===== config.mk =====
export PLATFORM = sky130hd
export DESIGN_NAME = ebt_bus_timing
export DESIGN_NICKNAME = d
export VERILOG_FILES = /design/src/common/ebt_pkg.sv /design/src/design/ebt_bus_timing.sv
export VERILOG_INCLUDE_DIRS = /design/src /design/src/common
export SDC_FILE = /design/constraint.sdc
export NUM_CORES = 1
export LEC_CHECK = 0
export BUFFER_PORTS_ARGS = -buffer_cell sky130_fd_sc_hd__buf_2
export CORE_MARGIN = 5
export CORE_UTILIZATION = 54
export DETAILED_ROUTE_END_ITERATION = 10
export PLACE_DENSITY = 0.86
export SLEW_MARGIN = 10
export SYNTH_ARGS = -nofsm -noshare
export SYNTH_HDL_FRONTEND = slang
export SYNTH_SLANG_ARGS = --single-unit
export TNS_END_PERCENT = 20

===== constraint.sdc =====
create_clock -name clk -period 9.1 [get_ports clk]
set_input_delay 1.365 -clock clk [delete_from_list [all_inputs] [get_ports clk]]
set_output_delay 1.365 -clock clk [all_outputs]
set_load 0.05 [all_outputs]

===== src/common/ebt_defs.svh =====
// Purpose: Constants for the external bus cycle timing engine.
// Assumes: One system clock of 200 MHz drives every bus cycle.
// Notes: Offsets do not exist; all settings arrive as plain ports.
//
// What this block does
// [RULE1] A cycle with no waits lasts exactly three clocks.
// [RULE2] Bus cycles are timed from the system clock only.
// [RULE3] Separate mode internal access: address held, data floated, no strobe.
// [RULE4] Multiplexed mode internal access produces no latch pulse.
// [RULE5] Multiplexed internal access floats shared lines, keeps upper address.
// [RULE6] Zero to seven automatic wait clocks per chip-select block.
// [RULE7] Wait input stretches cycle in two-clock steps when enabled.
// [RULE8] Auto wait count and external enable come from the block wait field.
// [RULE9] Port function bit set turns the wait pin into a ready pin.
// [RULE10] Ready is inverted internally, so ready low means wait.
// [RULE11] Wait sampled just before end of auto and each two-clock period.
// [RULE12] Separate mode, select bit 1: strobe two clocks after address.
// [RULE13] Select bit 0: strobe one clock after address; no latch pulse in separate mode.
// [RULE14] Multiplexed latch pulse lasts one or two clocks, default two.
// [RULE15] The delay setting is global, not per block.
// [RULE16] Recovery cycles only between consecutive external accesses.
// [RULE17] Per block read and write recovery of zero, one or two clocks.
// [RULE18] Per block optional one-clock chip-select recovery.
// [RULE19] Mode strap low at reset selects separate, high multiplexed.
// [RULE20] Per block width and recovery; read or write recovery never over two clocks.
// [RULE21] Wait still asserted at a sample adds two clocks, then resamples.
// [RULE22] After waits, strobe released and cycle ends in its final clock.
`ifndef EBT_DEFS_SVH
`define EBT_DEFS_SVH

`define EBT_CLK_PERIOD_NS 5
`define EBT_BASE_CLOCKS 3
`define EBT_AW_W 3
`define EBT_RCV_W 2
`define EBT_RCV_MAX 2'h2
`define EBT_XWAIT_STEP 4'h2
`define EBT_SEL_RESET 1'b1
`define EBT_STRAP_SETTLE 2'h2
`define EBT_CNT_W 4
`define EBT_HLP_W 6

`endif


===== src/common/ebt_pkg.sv =====
// Purpose: Types for the external bus cycle timing engine.
// Assumes: Nothing beyond the constants header.
// Notes: States are one-hot.
package ebt_pkg;

  typedef enum logic [6:0] {
    EBT_IDLE = 7'h01,
    EBT_RCV = 7'h02,
    EBT_ADR = 7'h04,
    EBT_STB = 7'h08,
    EBT_AWT = 7'h10,
    EBT_XWT = 7'h20,
    EBT_LST = 7'h40
  } ebt_state_t;

endpackage


===== src/design/ebt_bus_timing.sv =====
// Purpose: Times external read and write cycles for the internal bus.
// Assumes: Block select and decode are done upstream of req_block.
// Notes: Pins are split into output, enable and input signals.
`timescale 1ns/1ps
`default_nettype none
`include "ebt_defs.svh"

module ebt_bus_timing
  import ebt_pkg::*;
#(
  parameter int ADDR_W = 24,
  parameter int DATA_W = 16,
  parameter int NBLK = 4
) (
  // Clock, reset and enable.
  input wire logic clk,
  input wire logic sys_rst,
  input wire logic clk_en,
  // Internal request and answer.
  input wire logic req_valid,
  output logic req_ready,
  input wire logic req_write,
  input wire logic req_external,
  input wire logic [$clog2(NBLK)-1:0] req_block,
  input wire logic [ADDR_W-1:0] req_addr,
  input wire logic [DATA_W-1:0] req_wdata,
  output logic rsp_done,
  output logic [DATA_W-1:0] rsp_rdata,
  // Configuration.
  input wire logic addr_strobe_delay_sel,
  input wire logic ready_pin_select,
  input wire logic [NBLK*`EBT_AW_W-1:0] blk_auto_wait,
  input wire logic [NBLK-1:0] blk_ext_wait_en,
  input wire logic [NBLK*`EBT_RCV_W-1:0] block_read_recovery,
  input wire logic [NBLK*`EBT_RCV_W-1:0] block_write_recovery,
  input wire logic [NBLK-1:0] block_cs_recovery,
  input wire logic [NBLK-1:0] blk_bus16,
  // Status.
  output logic bus_mode_mux,
  output logic bus_mode_valid,
  // External pins.
  input wire logic bus_mode_strap,
  input wire logic wait_ready_pin,
  output logic [ADDR_W-1:0] addr_out,
  output logic addr_oe,
  output logic [DATA_W-1:0] data_out,
  output logic [1:0] data_oe,
  input wire logic [DATA_W-1:0] data_in,
  output logic ale,
  output logic rd_n,
  output logic wr_n,
  output logic [NBLK-1:0] cs_n
);

  localparam int BW = $clog2(NBLK);

  ebt_state_t state_q;
  logic [`EBT_CNT_W-1:0] cnt_q;
  logic [BW-1:0] blk_q;
  logic write_q;
  logic [ADDR_W-1:0] addr_q;
  logic [DATA_W-1:0] wdata_q;
  logic [`EBT_CNT_W-1:0] rec_q;
  logic ext_seen_q;
  logic strap_s1_q, strap_s2_q;
  logic wait_s1_q, wait_s2_q;
  logic [1:0] stc_q;
  logic mux_q, mode_ok_q;
  logic fin_q, fin_rd_q;
  logic [DATA_W-1:0] din_q;
  logic done_q;
  logic [DATA_W-1:0] rdata_q;

  logic [`EBT_AW_W-1:0] aw_a [NBLK];
  logic [`EBT_RCV_W-1:0] rr_a [NBLK];
  logic [`EBT_RCV_W-1:0] wr_a [NBLK];

  // Per-block setting unpack.
  for (genvar b = 0; b < NBLK; b++) begin : g_blk
    assign aw_a[b] = blk_auto_wait[b*`EBT_AW_W +: `EBT_AW_W];
    assign rr_a[b] = block_read_recovery[b*`EBT_RCV_W +: `EBT_RCV_W];
    assign wr_a[b] = block_write_recovery[b*`EBT_RCV_W +: `EBT_RCV_W];
  end

  logic [`EBT_AW_W-1:0] aw_cur;
  logic ext_en_cur;
  logic wait_req;
  logic accept;
  logic acc_ext;
  logic [`EBT_RCV_W-1:0] rcv_raw;
  logic [`EBT_RCV_W-1:0] rcv_lim;
  logic [`EBT_CNT_W-1:0] rec_d;
  logic sel_two;

  assign aw_cur = aw_a[blk_q]; // RULE8
  assign ext_en_cur = blk_ext_wait_en[blk_q]; // RULE8
  assign sel_two = addr_strobe_delay_sel; // RULE15
  // Ready mode inverts the pin, so a low ready level is a wait.
  assign wait_req = ready_pin_select ? ~wait_s2_q : wait_s2_q; // RULE9 RULE10
  assign req_ready = (state_q == EBT_IDLE) && mode_ok_q && clk_en;
  assign accept = req_valid && req_ready;
  assign acc_ext = accept && req_external;

  // Recovery for the finishing cycle: read or write part clamped to two clocks, plus the chip-select clock.
  assign rcv_raw = write_q ? wr_a[blk_q] : rr_a[blk_q]; // RULE17
  assign rcv_lim = (rcv_raw > `EBT_RCV_MAX) ? `EBT_RCV_MAX : rcv_raw; // RULE20
  assign rec_d = `EBT_CNT_W'(rcv_lim)
               + `EBT_CNT_W'(block_cs_recovery[blk_q]); // RULE18

  // Two-flop synchronisers for the strap and the wait pin.
  always_ff @(posedge clk or posedge sys_rst) begin
    if (sys_rst) begin
      strap_s1_q <= 1'b0;
      strap_s2_q <= 1'b0;
      wait_s1_q <= 1'b0;
      wait_s2_q <= 1'b0;
    end else if (clk_en) begin
      strap_s1_q <= bus_mode_strap;
      strap_s2_q <= strap_s1_q;
      wait_s1_q <= wait_ready_pin;
      wait_s2_q <= wait_s1_q;
    end
  end

  // Mode is caught once the strap has settled after reset release.
  always_ff @(posedge clk or posedge sys_rst) begin
    if (sys_rst) begin
      stc_q <= 2'h0;
      mux_q <= 1'b0;
      mode_ok_q <= 1'b0;
    end else if (clk_en && !mode_ok_q) begin
      if (stc_q == `EBT_STRAP_SETTLE) begin
        mux_q <= strap_s2_q; // RULE19
        mode_ok_q <= 1'b1;
      end else begin
        stc_q <= stc_q + 2'h1;
      end
    end
  end

  // Request latch; the address only moves on external accesses.
  always_ff @(posedge clk or posedge sys_rst) begin
    if (sys_rst) begin
      blk_q <= '0;
      write_q <= 1'b0;
      addr_q <= '0;
      wdata_q <= '0;
      ext_seen_q <= 1'b0;
    end else if (clk_en && acc_ext) begin
      blk_q <= req_block;
      write_q <= req_write;
      addr_q <= req_addr; // RULE3 RULE5
      wdata_q <= req_wdata;
      ext_seen_q <= 1'b1;
    end
  end

  // Cycle sequencer, counted in system clocks.
  always_ff @(posedge clk or posedge sys_rst) begin // RULE2
    if (sys_rst) begin
      state_q <= EBT_IDLE;
      cnt_q <= '0;
    end else if (clk_en) begin
      case (state_q)
        EBT_IDLE: begin
          if (acc_ext && rec_q != '0) begin // RULE16
            state_q <= EBT_RCV;
            cnt_q <= rec_q;
          end else if (acc_ext) begin
            state_q <= EBT_ADR;
            cnt_q <= sel_two ? 4'h2 : 4'h1; // RULE12 RULE13 RULE14
          end
        end
        EBT_RCV: begin
          if (cnt_q == 4'h1) begin
            state_q <= EBT_ADR;
            cnt_q <= sel_two ? 4'h2 : 4'h1;
          end else begin
            cnt_q <= cnt_q - 4'h1;
          end
        end
        EBT_ADR: begin
          if (cnt_q != 4'h1) begin
            cnt_q <= cnt_q - 4'h1;
          end else if (!sel_two) begin
            state_q <= EBT_STB; // RULE13
          end else if (aw_cur != '0) begin
            state_q <= EBT_AWT; // RULE6
            cnt_q <= `EBT_CNT_W'(aw_cur);
          end else if (ext_en_cur && wait_req) begin
            state_q <= EBT_XWT; // RULE7 RULE11
            cnt_q <= `EBT_XWAIT_STEP;
          end else begin
            state_q <= EBT_LST; // RULE1 RULE12
          end
        end
        EBT_STB: begin
          if (aw_cur != '0) begin
            state_q <= EBT_AWT; // RULE6
            cnt_q <= `EBT_CNT_W'(aw_cur);
          end else if (ext_en_cur && wait_req) begin
            state_q <= EBT_XWT; // RULE11
            cnt_q <= `EBT_XWAIT_STEP;
          end else begin
            state_q <= EBT_LST; // RULE1
          end
        end
        EBT_AWT: begin
          if (cnt_q != 4'h1) begin
            cnt_q <= cnt_q - 4'h1;
          end else if (ext_en_cur && wait_req) begin
            state_q <= EBT_XWT; // RULE7 RULE11
            cnt_q <= `EBT_XWAIT_STEP;
          end else begin
            state_q <= EBT_LST;
          end
        end
        EBT_XWT: begin
          if (cnt_q != 4'h1) begin
            cnt_q <= cnt_q - 4'h1;
          end else if (wait_req) begin
            cnt_q <= `EBT_XWAIT_STEP; // RULE21
          end else begin
            state_q <= EBT_LST; // RULE11
          end
        end
        EBT_LST: begin
          state_q <= EBT_IDLE; // RULE22
          cnt_q <= '0;
        end
        default: begin
          state_q <= EBT_IDLE;
          cnt_q <= '0;
        end
      endcase
    end
  end

  // Pending recovery; an internal access breaks the external run.
  always_ff @(posedge clk or posedge sys_rst) begin
    if (sys_rst) begin
      rec_q <= '0;
    end else if (clk_en) begin
      if (state_q == EBT_LST) begin
        rec_q <= rec_d; // RULE17 RULE18
      end else if (accept) begin
        rec_q <= '0; // RULE16
      end
    end
  end

  // Completion and read capture; data passes two flops.
  always_ff @(posedge clk or posedge sys_rst) begin
    if (sys_rst) begin
      fin_q <= 1'b0;
      fin_rd_q <= 1'b0;
      din_q <= '0;
      done_q <= 1'b0;
      rdata_q <= '0;
    end else if (clk_en) begin
      fin_q <= (state_q == EBT_LST) || (accept && !req_external);
      fin_rd_q <= (state_q == EBT_LST) && !write_q;
      din_q <= data_in;
      done_q <= fin_q;
      if (fin_rd_q) begin
        rdata_q <= din_q;
      end
    end
  end

  assign rsp_done = done_q;
  assign rsp_rdata = rdata_q;
  assign bus_mode_mux = mux_q;
  assign bus_mode_valid = mode_ok_q;

  // Pin decode from state registers.
  logic strobe;
  logic in_cyc;
  logic adr_ph;
  assign adr_ph = (state_q == EBT_ADR);
  assign strobe = (state_q == EBT_STB) || (state_q == EBT_AWT)
               || (state_q == EBT_XWT) || (state_q == EBT_LST);
  assign in_cyc = adr_ph || strobe;

  assign ale = mux_q && adr_ph; // RULE4 RULE13 RULE14
  assign rd_n = !(strobe && !write_q); // RULE3 RULE22
  assign wr_n = !(strobe && write_q); // RULE3 RULE22
  assign addr_out = addr_q; // RULE3 RULE5
  assign addr_oe = ext_seen_q;

  for (genvar b = 0; b < NBLK; b++) begin : g_cs
    assign cs_n[b] = !(in_cyc && blk_q == BW'(b));
  end

  always_comb begin
    data_out = wdata_q;
    data_oe = 2'h0; // RULE3 RULE5
    if (mux_q && adr_ph) begin
      data_out = addr_q[DATA_W-1:0];
      data_oe = 2'h3;
    end else if (strobe && write_q) begin
      data_oe = {blk_bus16[blk_q], 1'b1}; // RULE20
    end
  end

  // Checking helpers: clocks spent in each phase of a cycle.
  logic [`EBT_HLP_W-1:0] len_q, wt_q, aq_q, xq_q, alen_q, rcl_q;
  always_ff @(posedge clk or posedge sys_rst) begin
    if (sys_rst) begin
      len_q <= '0;
      wt_q <= '0;
      aq_q <= '0;
      xq_q <= '0;
      alen_q <= '0;
      rcl_q <= '0;
    end else if (clk_en) begin
      if (accept) begin
        len_q <= '0;
        wt_q <= '0;
        aq_q <= '0;
        xq_q <= '0;
        alen_q <= '0;
        rcl_q <= '0;
      end else begin
        if (in_cyc) len_q <= len_q + 6'h1;
        if (state_q == EBT_AWT || state_q == EBT_XWT) wt_q <= wt_q + 6'h1;
        if (state_q == EBT_AWT) aq_q <= aq_q + 6'h1;
        if (state_q == EBT_XWT) xq_q <= xq_q + 6'h1;
        if (adr_ph) alen_q <= alen_q + 6'h1;
        if (state_q == EBT_RCV) rcl_q <= rcl_q + 6'h1;
      end
    end
  end
endmodule

`default_nettype wire


==> results of run 1 <==
## placed cells by master, fill, tap and decap left out, types with 2 or more instances in the layout
cell type,instances
a21oi_1,8
a221oi_1,2
a22o_1,2
a32o_1,3
and3_1,4
and4_1,4
buf_2,177
buf_4,3
clkbuf_8,9
dfrtp_1,100
ha_1,5
inv_1,9
inv_6,2
mux2_2,83
mux4_2,10
nand2_1,67
nand2b_1,7
nand3_1,5
nand3b_1,2
nand4_1,2
nor2_1,14
nor2b_1,2
nor3_1,7
nor3b_1,5
o211ai_1,2
o21ai_0,19
or3_1,2
xor2_1,2
## metal layers
metal | part of all wire | track usage | vias to the layer above
met5 | 0 | 0 | -
met4 | 0.019 | 0.0797 | 0
met3 | 0.069 | 0.0532 | 16
met2 | 0.52 | 0.404 | 153
met1 | 0.40 | 0.285 | 1932
li1 | - | - | 1827
## cells by family after synthesis
| group | synth area share |
|---|---|
| compound gates | 0.0677 |
| xor+xnor | 0.00534 |
| fa+ha+maj | 0.0127 |
| buf+inv | 0.0239 |
| flops | 0.514 |
| mux | 0.238 |
| simple gates | 0.138 |
## metrics by stage
step / area, um^2 / std cells / hold slack, ns / power [mW] / util
floorplan: 4920 / 413 / 0.475 / 1.65 / -
global placement: 5880 / 682 / 0.445 / 1.91 / 0.668
detailed placement: 5880 / 682 / 0.469 / 1.95 / 0.668
CTS: 6090 / 698 / 0.497 / 2.25 / 0.691
global route: 6090 / 698 / 0.521 / 2.36 / 0.691
finish: 6090 / 698 / 0.486 / 2.24 / 0.691
## power by group through the flow
stage | sequential (mW) | combinational (mW) | clock (mW)
after floorplan | 0.986 | 0.661 | 0
after global placement | 0.750 | 1.16 | 0
after detailed placement | 0.763 | 1.19 | 0
after CTS | 0.755 | 1.19 | 0.299
after global routing | 0.782 | 1.26 | 0.317
final | 0.756 | 1.18 | 0.294
## cells in the mapped netlist, types with 2 or more instances
library cell  count
nor3_1            7
a21oi_1           8
xor2_1            2
nand4_1           2
ha_1              5
and4_1            4
nand3_1           5
buf_2             7
nor3b_1           5
mux2_2           83
nand2_1          67
dfrtp_1         100
and3_1            4
clkbuf_1         11
a221oi_1          2
inv_1            10
nand2b_1          7
nor2_1           14
a22o_1            2
nor2b_1           2
o21ai_0          19
mux4_2           10
nand3b_1          2
o211ai_1          2
or3_1             2
a32o_1            3
## final cells by class
cell class              count  area (um^2)
flip-flops and latches    101         2530
fillers                   668         2720
inverters                  10         40.0
multi-input cells         283         2270
repair buffers            180          908
clock inverters             7         80.1
well taps                 108          135
clock buffers               9          124
## worst paths after layout
path / to / slack [ns] / cells past startpoint
hold reg to reg: addr_oe$_DFFE_PP0P_ / 0.49 / 1
setup reg to reg: rec_q[1]$_DFFE_PP0P_ / 6.41 / 6
max in group asynchronous: din_q[5]$_DFFE_PP0P_ / 6.95 / 3
min in group asynchronous: addr_out[14]$_DFFE_PP0P_ / 1.07 / 2
hold / removal: addr_oe$_DFFE_PP0P_ / 0.49 / 1
setup / recovery: cs_n[2] / 5.11 / 6
## flip-flops by register name, indices dropped and copies added, names as in the netlist, 2 cells and up
name       count
din_q         16
blk_q          2
state_q        7
rsp_rdata     16
addr_out      24
cnt_q          4
stc_q          2
wdata_q       16
rec_q          3
==> metrics.md, run 1 <==
| Metric | Value |
|---|---|
| Status | finished, final reports clean |
| Port Buffer Count | 177 |
| Post-CTS resize count | 0 |
| CP endpoint kind | output pin |
| DRT iter0 DRCs | 159 |
| Switching pwr | 1.12 mW |
| Synthesized Nets | 526 |
| Fin crit share | 0.438 |
| Grt ovf | 0 |
| FF+latch count, synth | 101 |
| Final wirelength | 12700 um |
| Most common flop cell mapped by yosys | dfrtp_1 |
| Die Span X | 105 um |
| CP Launch Point | state_q[5]$_DFFE_PP0P_ |
| Internal | 1.12 mW |
| Final Max Slew Viols | 0 |
| Worst setup path class | flop to output pin |
| Clock-pin slew on the worst setup and hold paths | 0.11 ns |
| Synth top area share | 0.509 |
| Post-synth ARST share | 1.00 |
| Delay-heaviest family, CP | simple AND/OR/NAND/NOR gates |
| Ant. Diodes | 0 |
| Average vias per placed instance | 5.63 |
| Initial Util | 0.558 |
| Static leakage | 2.99 nW |
| Crit path time final | 3.99 ns |
| Die Ht | 105 um |
| Drt first pass iters | 5 |
| Seq/Total Area, Yosys | 0.514 |
| Peak supply drop | 0.306 mV |
| Largest area contributor in the netlist | dfrtp_1 |
| Largest net degree at the start of global routing | 55 |
| Max Freq | 0.251 GHz |
| Post-synth EDFFs | 0 |
| Register share of total power | 0.338 |
| Clk network pwr share | 0.132 |
| GP Congestion | 0.893 |
| Worst-Margin Slew | 0.847 ns |
| # DRC | 0 |
| CTS Root Cell | clkbuf_8 |
| Crit Path Max Fanout | 8 |
| Layout cell share with drive strength beyond 1 | 0.507 |
| Critical path startpoint category | flop |
| Synth area leaders | dfrtp_1 51%, mux2_2 19%, nand2_1 5.1% |
| CTS Sinks | 101 |
| Post-DP HPWL | 9850 um |
| Post-Route Skew | 0.0116 ns |
| CTS tree | built |
| TNS Setup | 0 ns |
| Post-Place Setup Slack | 5.34 ns |
| Yosys warning total | 0 |
| Antenna Nets Post-Route | 0 |
| Longest Clk Path Bufs | 2 |
| CP Cell Sequence | nor3_2, nand2_1, a2111oi_2, nor2_1, or3b_1, buf_2 |
| Bufs and invs on worst path | 1 |
| Max-cap violations | 0 |
| Max incr delay on CP | 0.55 ns |
| Post-Synthesis Cells | 413 |
| Slew headroom | 0.435 |
| Final setup viols | 0 |
| Setup Fix Bufs, Post-CTS | 0 |
| First-pass GRT wire length | 20600 um |
| Avg Synthesized Cell Area | 11.9 um^2 |
| Initial antenna violation count | 0 |
| I/O pin count | 178 |
| Clock Latency Late Sink | 0.36 ns |
| DR WL/cell | 18.3 um |
| Worst Path Required | 7.74 ns |
| Yosys cell types | 54 |
| Tightest Hold Check Type | flop to flop |
| RSZ-0062 raised after global routing | false |
| Die ar. | 11100 um^2 |
| Sw Share | 0.500 |
| Htree depth | 3 |
| Crit-path slowest cell | a2111oi_2 |
| Final hold violation count | 0 |
| P&R area growth vs syn | 23.8% |
| Core footprint | 8810 um^2 |
| Number of cell rows | 34 |
| Vias after detailed routing | 3928 |
| NumNets Final | 698 |
| Post-CTS Hold Buffers | 0 |
| Comb power frac | 0.530 |
| PD cells | 367 nW/um^2 |
| Fin worst setup slack | 5.11 ns |
| Hold path startpoint | addr_oe$_DFFE_PP0P_ |
| CTS Buf Count | 9 |
| Total track usage | 0.232 |
| WP data arrival | 2.62 ns |
| Synthesized area | 4920 um^2 |
| FF-to-FF Start | blk_q[0]$_DFFE_PP0P_ |
| Number of global-route vias before repair | 4096 |
No activity file was read; power rests on OpenSTA's default activity.
==> run 2: changes to the inputs <==
ABC_AREA = 1   (was not set)
CORE_UTILIZATION = 50   (was 54)
PLACE_DENSITY = 0.8   (was 0.86)
clock period = 4.1 ns   (was 9.1 ns; I/O delays follow)
==> run 2 against run 1 <==
Via count increased by 21%. Synthesized cell count rose by 57%. Sequential share of layout area down 0.61 points. Clock power increased by 130%. Flip-flop and latch count is the same. Hold slack lost 0.049 ns. Critical path depth up 2. Largest power group unchanged. Worst setup slack worse by 4.1 ns. Die area rose by 9.1%.
==> metrics.md, run 2 <==
| Metric | Value |
|---|---|
| Most frequent cells in the layout | 309 x nand2_1, 177 x buf_2, 100 x dfrtp_1, 55 x o21ai_0, 41 x inv_1 |
| Max reg flops | 24 |
| First-pass GRT wire length | 21700 um |
| Top post-synthesis cells by count | 309 x nand2_1, 100 x dfrtp_1, 55 x o21ai_0 |
| Initial Util | 0.513 |
| Max-cap violations | 0 |
| Yosys warning total | 0 |
| Tightest Hold Check Type | input port to flop |
| Most frequent cell after synthesis | nand2_1 |
| CP endpoint kind | output pin |
| I/O pin count | 178 |
| Fin Hold WS | 0.436 ns |
| R2R setup slack | 1.66 ns |
| Worst-Margin Slew | 0.910 ns |
| Slew headroom | 0.394 |
| Hold path endpoint | addr_out[19]$_DFFE_PP0P_ |
| FF-to-FF End | rec_q[1]$_DFFE_PP0P_ |
| Die ar. | 12100 um^2 |
| Initial antenna violation count | 1 |
| Static leakage | 3.50 nW |
| Post-synth ARST share | 1.00 |
| Most common flop cell mapped by yosys | dfrtp_1 |
| Setup Fix Bufs, Post-CTS | 0 |
| Final setup viols | 0 |
| Worst setup path class | flop to output pin |
| Total track usage | 0.228 |
| Final Max Slew Viols | 0 |
| Fin worst setup slack | 1.03 ns |
| Grt ovf | 0 |
| Fillers | 872 |
| Final wirelength | 14000 um |
| Post-Synthesis Cells | 648 |
| Die Ht | 110 um |
| Crit path time final | 3.07 ns |
| Port Buffer Count | 177 |
| Drt first pass iters | 5 |
| Final hold violation count | 0 |
| Avg Synthesized Cell Area | 7.74 um^2 |
| CTS Buf Count | 9 |
| TNS Setup | 0 ns |
| Longest Clk Path Bufs | 2 |
| Hold path startpoint | req_addr[19] |
| GP Congestion | 0.932 |
| CTS Sinks | 101 |
| NumNets Final | 931 |
| Total power | 5.14 mW |
| Fin crit share | 0.749 |
| Yosys cell types | 38 |
| Post-DP HPWL | 10600 um |
| Peak supply drop | 0.460 mV |
| Average vias per placed instance | 4.99 |
| Design area | 6180 um^2 |
| # DRC | 0 |
| Synth top area share | 0.499 |
| Post-CTS resize count | 0 |
| DRT iter0 DRCs | 318 |
| Multi-input gate area | 2170 um^2 |
| CTS Root Cell | clkbuf_8 |
| Non-filler instance count after layout | 955 |
| Reg area | 2530 um^2 |
| Largest area contributor in the netlist | dfrtp_1 |
| Crit Path Max Fanout | 19 |
| R2r worst-path depth | 11 |
| Clock-pin slew on the worst setup and hold paths | 0.10 ns |
| Worst Path Required | 3.48 ns |
| Synthesized Nets | 761 |
| Post-Place Setup Slack | 1.46 ns |
| Number of cell rows | 36 |
| Most common cell after layout, fill and taps aside | nand2_1 |
| Number of global-route vias before repair | 4677 |
| Htree depth | 3 |
| CTS tree | built |
| Post-Route Skew | 0.00722 ns |
| Max Freq | 0.325 GHz |
| Die Span X | 110 um |
| Post-Place Cell Area | 5970 um^2 |
| WP data arrival | 2.46 ns |
| P&R area growth vs syn | 23.2% |
| PD cells | 833 nW/um^2 |
| Antenna Nets Post-Route | 0 |
| Synthesized area | 5010 um^2 |
| Post-synth EDFFs | 0 |
| Critical path startpoint category | flop |
| Clock Latency Late Sink | 0.36 ns |
| Synth area leaders | dfrtp_1 50%, nand2_1 23%, o21ai_0 5.5% |
| Layout cell share with drive strength beyond 1 | 0.287 |
| Hold path cells | 3 |
| Status | finished, final reports clean |
| DR WL/cell | 14.6 um |
| Vias after detailed routing | 4770 |
| RSZ-0062 raised after global routing | false |
| Core footprint | 9770 um^2 |
| FF-to-FF Start | blk_q[1]$_DFFE_PP0P_ |
| FF+latch count, synth | 101 |
| Core Util, Final | 0.632 |
| Largest net degree at the start of global routing | 78 |
| Post-CTS Hold Buffers | 0 |
| Dpl cells | 940 |
| Seq/Total Area, Yosys | 0.504 |
-- run 2: worst max-delay path, stage by stage, from the launching register on --
cell and delay, ns:
dfstp_2 0.55, inv_1 0.07, nand2_1 0.11, nor3_2 0.06, nand3_2 0.30, clkinv_1 0.52
nand2_1 0.19, nand2_1 0.07, buf_2 0.21
-- run 2: how the worst max path moves through the flow --
stage	start	endpoint	slack [ns]	cells after the start
2_1_floorplan	sys_rst	addr_oe$_DFFE_PP0P_	0.84	1
4_1_cts	state_q[0]$_DFFE_PP1P_	data_out[8]	1.05	8
3_3_place_gp	state_q[0]$_DFFE_PP1P_	data_out[1]	1.62	8
3_5_place_dp	state_q[0]$_DFFE_PP1P_	data_out[8]	1.46	8
6_report	state_q[0]$_DFFE_PP1P_	data_out[14]	1.03	8
5_1_grt	state_q[0]$_DFFE_PP1P_	data_out[2]	0.87	8
-- run 2: logic make-up (layout without fill, tap and decap cells) --
| group | after synthesis | count (layout) | synth area share |
|---|---|---|---|
| AOI/OAI and AO/OA | 82 | 82 | 0.0903 |
| xor gates and xnor gates | 4 | 4 | 0.00699 |
| adders and majority gates | 5 | 5 | 0.0125 |
| buffers and inverters | 74 | 247 | 0.0634 |
| DFF | 101 | 101 | 0.504 |
| other | 0 | 1 | 0 |
| and+or+nand+nor | 382 | 382 | 0.322 |
-- run 2: per-layer routing --
layer,part of all wire,global-route usage,vias to the layer above
met5,0.00050,0,-
met4,0.020,0.0906,2
met3,0.082,0.0507,29
met2,0.49,0.381,183
met1,0.41,0.289,2190
li1,-,-,2366
-- run 2: cell type report --
class | count | area share
Timing Repair Buffer | 180 | 0.147
Antenna cell | 1 | 0.000405
Clock inverter | 4 | 0.0120
Multi-Input combinational cell | 473 | 0.351
Clock buffer | 10 | 0.0207
Inverter | 53 | 0.0328
Sequential cell | 101 | 0.409
Tap cell | 133 | 0.0269
-- run 2: report_power, final --
part	total, mW	internal, mW	switching, mW
logic	2.83	0.720	2.11
registers	1.64	1.36	0.280
clock network	0.672	0.339	0.333
total	5.14	2.42	2.73
==> run 3: changes to the inputs <==
ABC_AREA = 0   (was 1)
CORE_UTILIZATION = 45   (was 50)
PLACE_DENSITY = 0.76   (was 0.8)
clock period = 2.7 ns   (was 4.1 ns; I/O delays follow)
==> run 3 against run 2 <==
The run now ends with negative setup slack left. Hold slack got worse by 0.18 ns. Power is 48% higher. Combinational power rose by 48%. Flip-flop and latch count stayed put. Sequential share of layout area is 0.93 points lower. Largest power group unchanged.
==> metrics.md, run 3 (same netlist as run 1, synthesis figures left out) <==
| Metric | Value |
|---|---|
| Status | finished, violations left |
| Failing checks | negative setup slack |
| # DRC | 0 |
| Tightest Hold Check Type | input port to flop |
| Die ar. | 13100 um^2 |
| Drt first pass iters | 4 |
| Longest Clk Path Bufs | 2 |
| Max Freq | 0.366 GHz |
| Layout cell share with drive strength beyond 1 | 0.533 |
| Total power | 7.63 mW |
| Peak supply drop | 0.793 mV |
| Final hold violation count | 0 |
| Grt ovf | 0 |
| CTS Buf Count | 9 |
| Core footprint | 10800 um^2 |
| Antenna Nets Post-Route | 0 |
| Clock Latency Late Sink | 0.37 ns |
| Slew headroom | 0.520 |
| Most frequent cells in the layout | 173 x buf_2, 97 x dfrtp_1, 83 x mux2_2, 67 x nand2_1, 20 x buf_4 |
| NumNets Final | 716 |
| Non-filler instance count after layout | 750 |
| DR WL/cell | 17.7 um |
| Total track usage | 0.207 |
| Fin Hold WS | 0.253 ns |
| Port Buffer Count | 177 |
| Post-Route Skew | 0.00674 ns |
| Worst-Margin Slew | 0.719 ns |
| Critical path startpoint category | flop |
| Post-DP HPWL | 10400 um |
| CTS tree | built |
| Clock-pin slew on the worst setup and hold paths | 0.11 ns |
| Worst Path Required | 2.30 ns |
| Max reg flops | 24 |
| GP Congestion | 0.911 |
| First-pass GRT wire length | 21300 um |
| Initial antenna violation count | 4 |
| CP endpoint kind | output pin |
| Vias after detailed routing | 4004 |
| Largest net degree at the start of global routing | 44 |
| DRT iter0 DRCs | 189 |
| RSZ-0062 raised after global routing | true |
| Number of global-route vias before repair | 4316 |
| Final setup viols | 2 |
| Fin crit share | 1.01 |
| Fillers | 934 |
| Fin worst setup slack | -0.0335 ns |
| Crit path time final | 2.73 ns |
| CTS Sinks | 101 |
| I/O pin count | 178 |
| PD cells | 1210 nW/um^2 |
| P&R area growth vs syn | 28.7% |
| Final wirelength | 13200 um |
| Initial Util | 0.456 |
| Average vias per placed instance | 5.34 |
| Max-cap violations | 0 |
| Die Ht | 115 um |
| Crit Path Max Fanout | 5 |
| Static leakage | 3.08 nW |
| Dpl cells | 726 |
| Htree depth | 3 |
| Most common cell after layout, fill and taps aside | buf_2 |
| Number of cell rows | 38 |
| Worst setup path class | flop to output pin |
| WP data arrival | 2.33 ns |
| Final Max Slew Viols | 0 |
| CTS Root Cell | clkbuf_8 |
| Die Span X | 115 um |
run 3: repair_timing:
item	in CTS	in global routing
pin swaps	3	0
endpoints found under the setup margin	7	21
gates resized for setup	10	7
hold endpoints to repair	6	0
setup buffers	5	0
hold buffers	1	0
run 3: path summary, 6_finish.rpt:
check	start	to	slack, ns	depth (start not counted)
max	state_q[4]$_DFFE_PP0P_	cs_n[2]	-0.03	6
min	data_in[10]	din_q[10]$_DFFE_PP0P_	0.25	2
max reg2reg	state_q[3]$_DFFE_PP0P_	state_q[0]$_DFFE_PP1P_	0.28	6
min reg2reg	addr_oe$_DFFE_PP0P_	addr_oe$_DFFE_PP0P_	0.49	1
max in group asynchronous	sys_rst	state_q[0]$_DFFE_PP1P_	1.53	4
min in group asynchronous	sys_rst	addr_out[23]$_DFFE_PP0P_	0.50	3
run 3: layer usage:
metal	GRT usage	routed length (um)	vias up
li1	-	-	1864
met1	0.240	5220	1964
met2	0.351	6570	147
met3	0.0692	1160	25
met4	0.0839	276	4
met5	0	21	-
run 3: layout make-up:
class / count / area (um^2) / area share
Inverter: 10 / 41.3 / 0.00652
Timing Repair Buffer: 198 / 1080 / 0.170
Clock buffer: 9 / 124 / 0.0196
Sequential cell: 101 / 2530 / 0.400
Tap cell: 140 / 175 / 0.0277
Multi-Input combinational cell: 283 / 2310 / 0.364
Clock inverter: 7 / 70.1 / 0.0111
Antenna cell: 2 / 5.00 / 0.000791
run 3: per-stage QoR:
stage | cell area, um^2 | TNS [ns] | util | setup WS [ns]
finish | 6330 | -0.0426 | 0.586 | -0.0335
global route | 6330 | -1.77 | 0.586 | -0.133
CTS | 6310 | -0.0125 | 0.584 | -0.0125
detailed placement | 6030 | 0 | 0.559 | 0.0298
global placement | 6030 | 0 | 0.559 | 0.235
floorplan | 4920 | -0.742 | - | -0.266
run 3: power breakdown:
part           switching [mW]  total, mW  internal (mW)
Combinational            2.79       4.20           1.42
Clock                   0.581      0.939          0.358
Sequential              0.440       2.49           2.05
Total                    3.81       7.63           3.82
run 3: worst max-delay path: stages, from the launching register on:
cell and delay (ns):
dfrtp_2 0.48, xor2_2 0.21, o211ai_1 0.20, a2111oi_4 0.44, nor2_2 0.09, or3b_4 0.38, buf_6 0.16
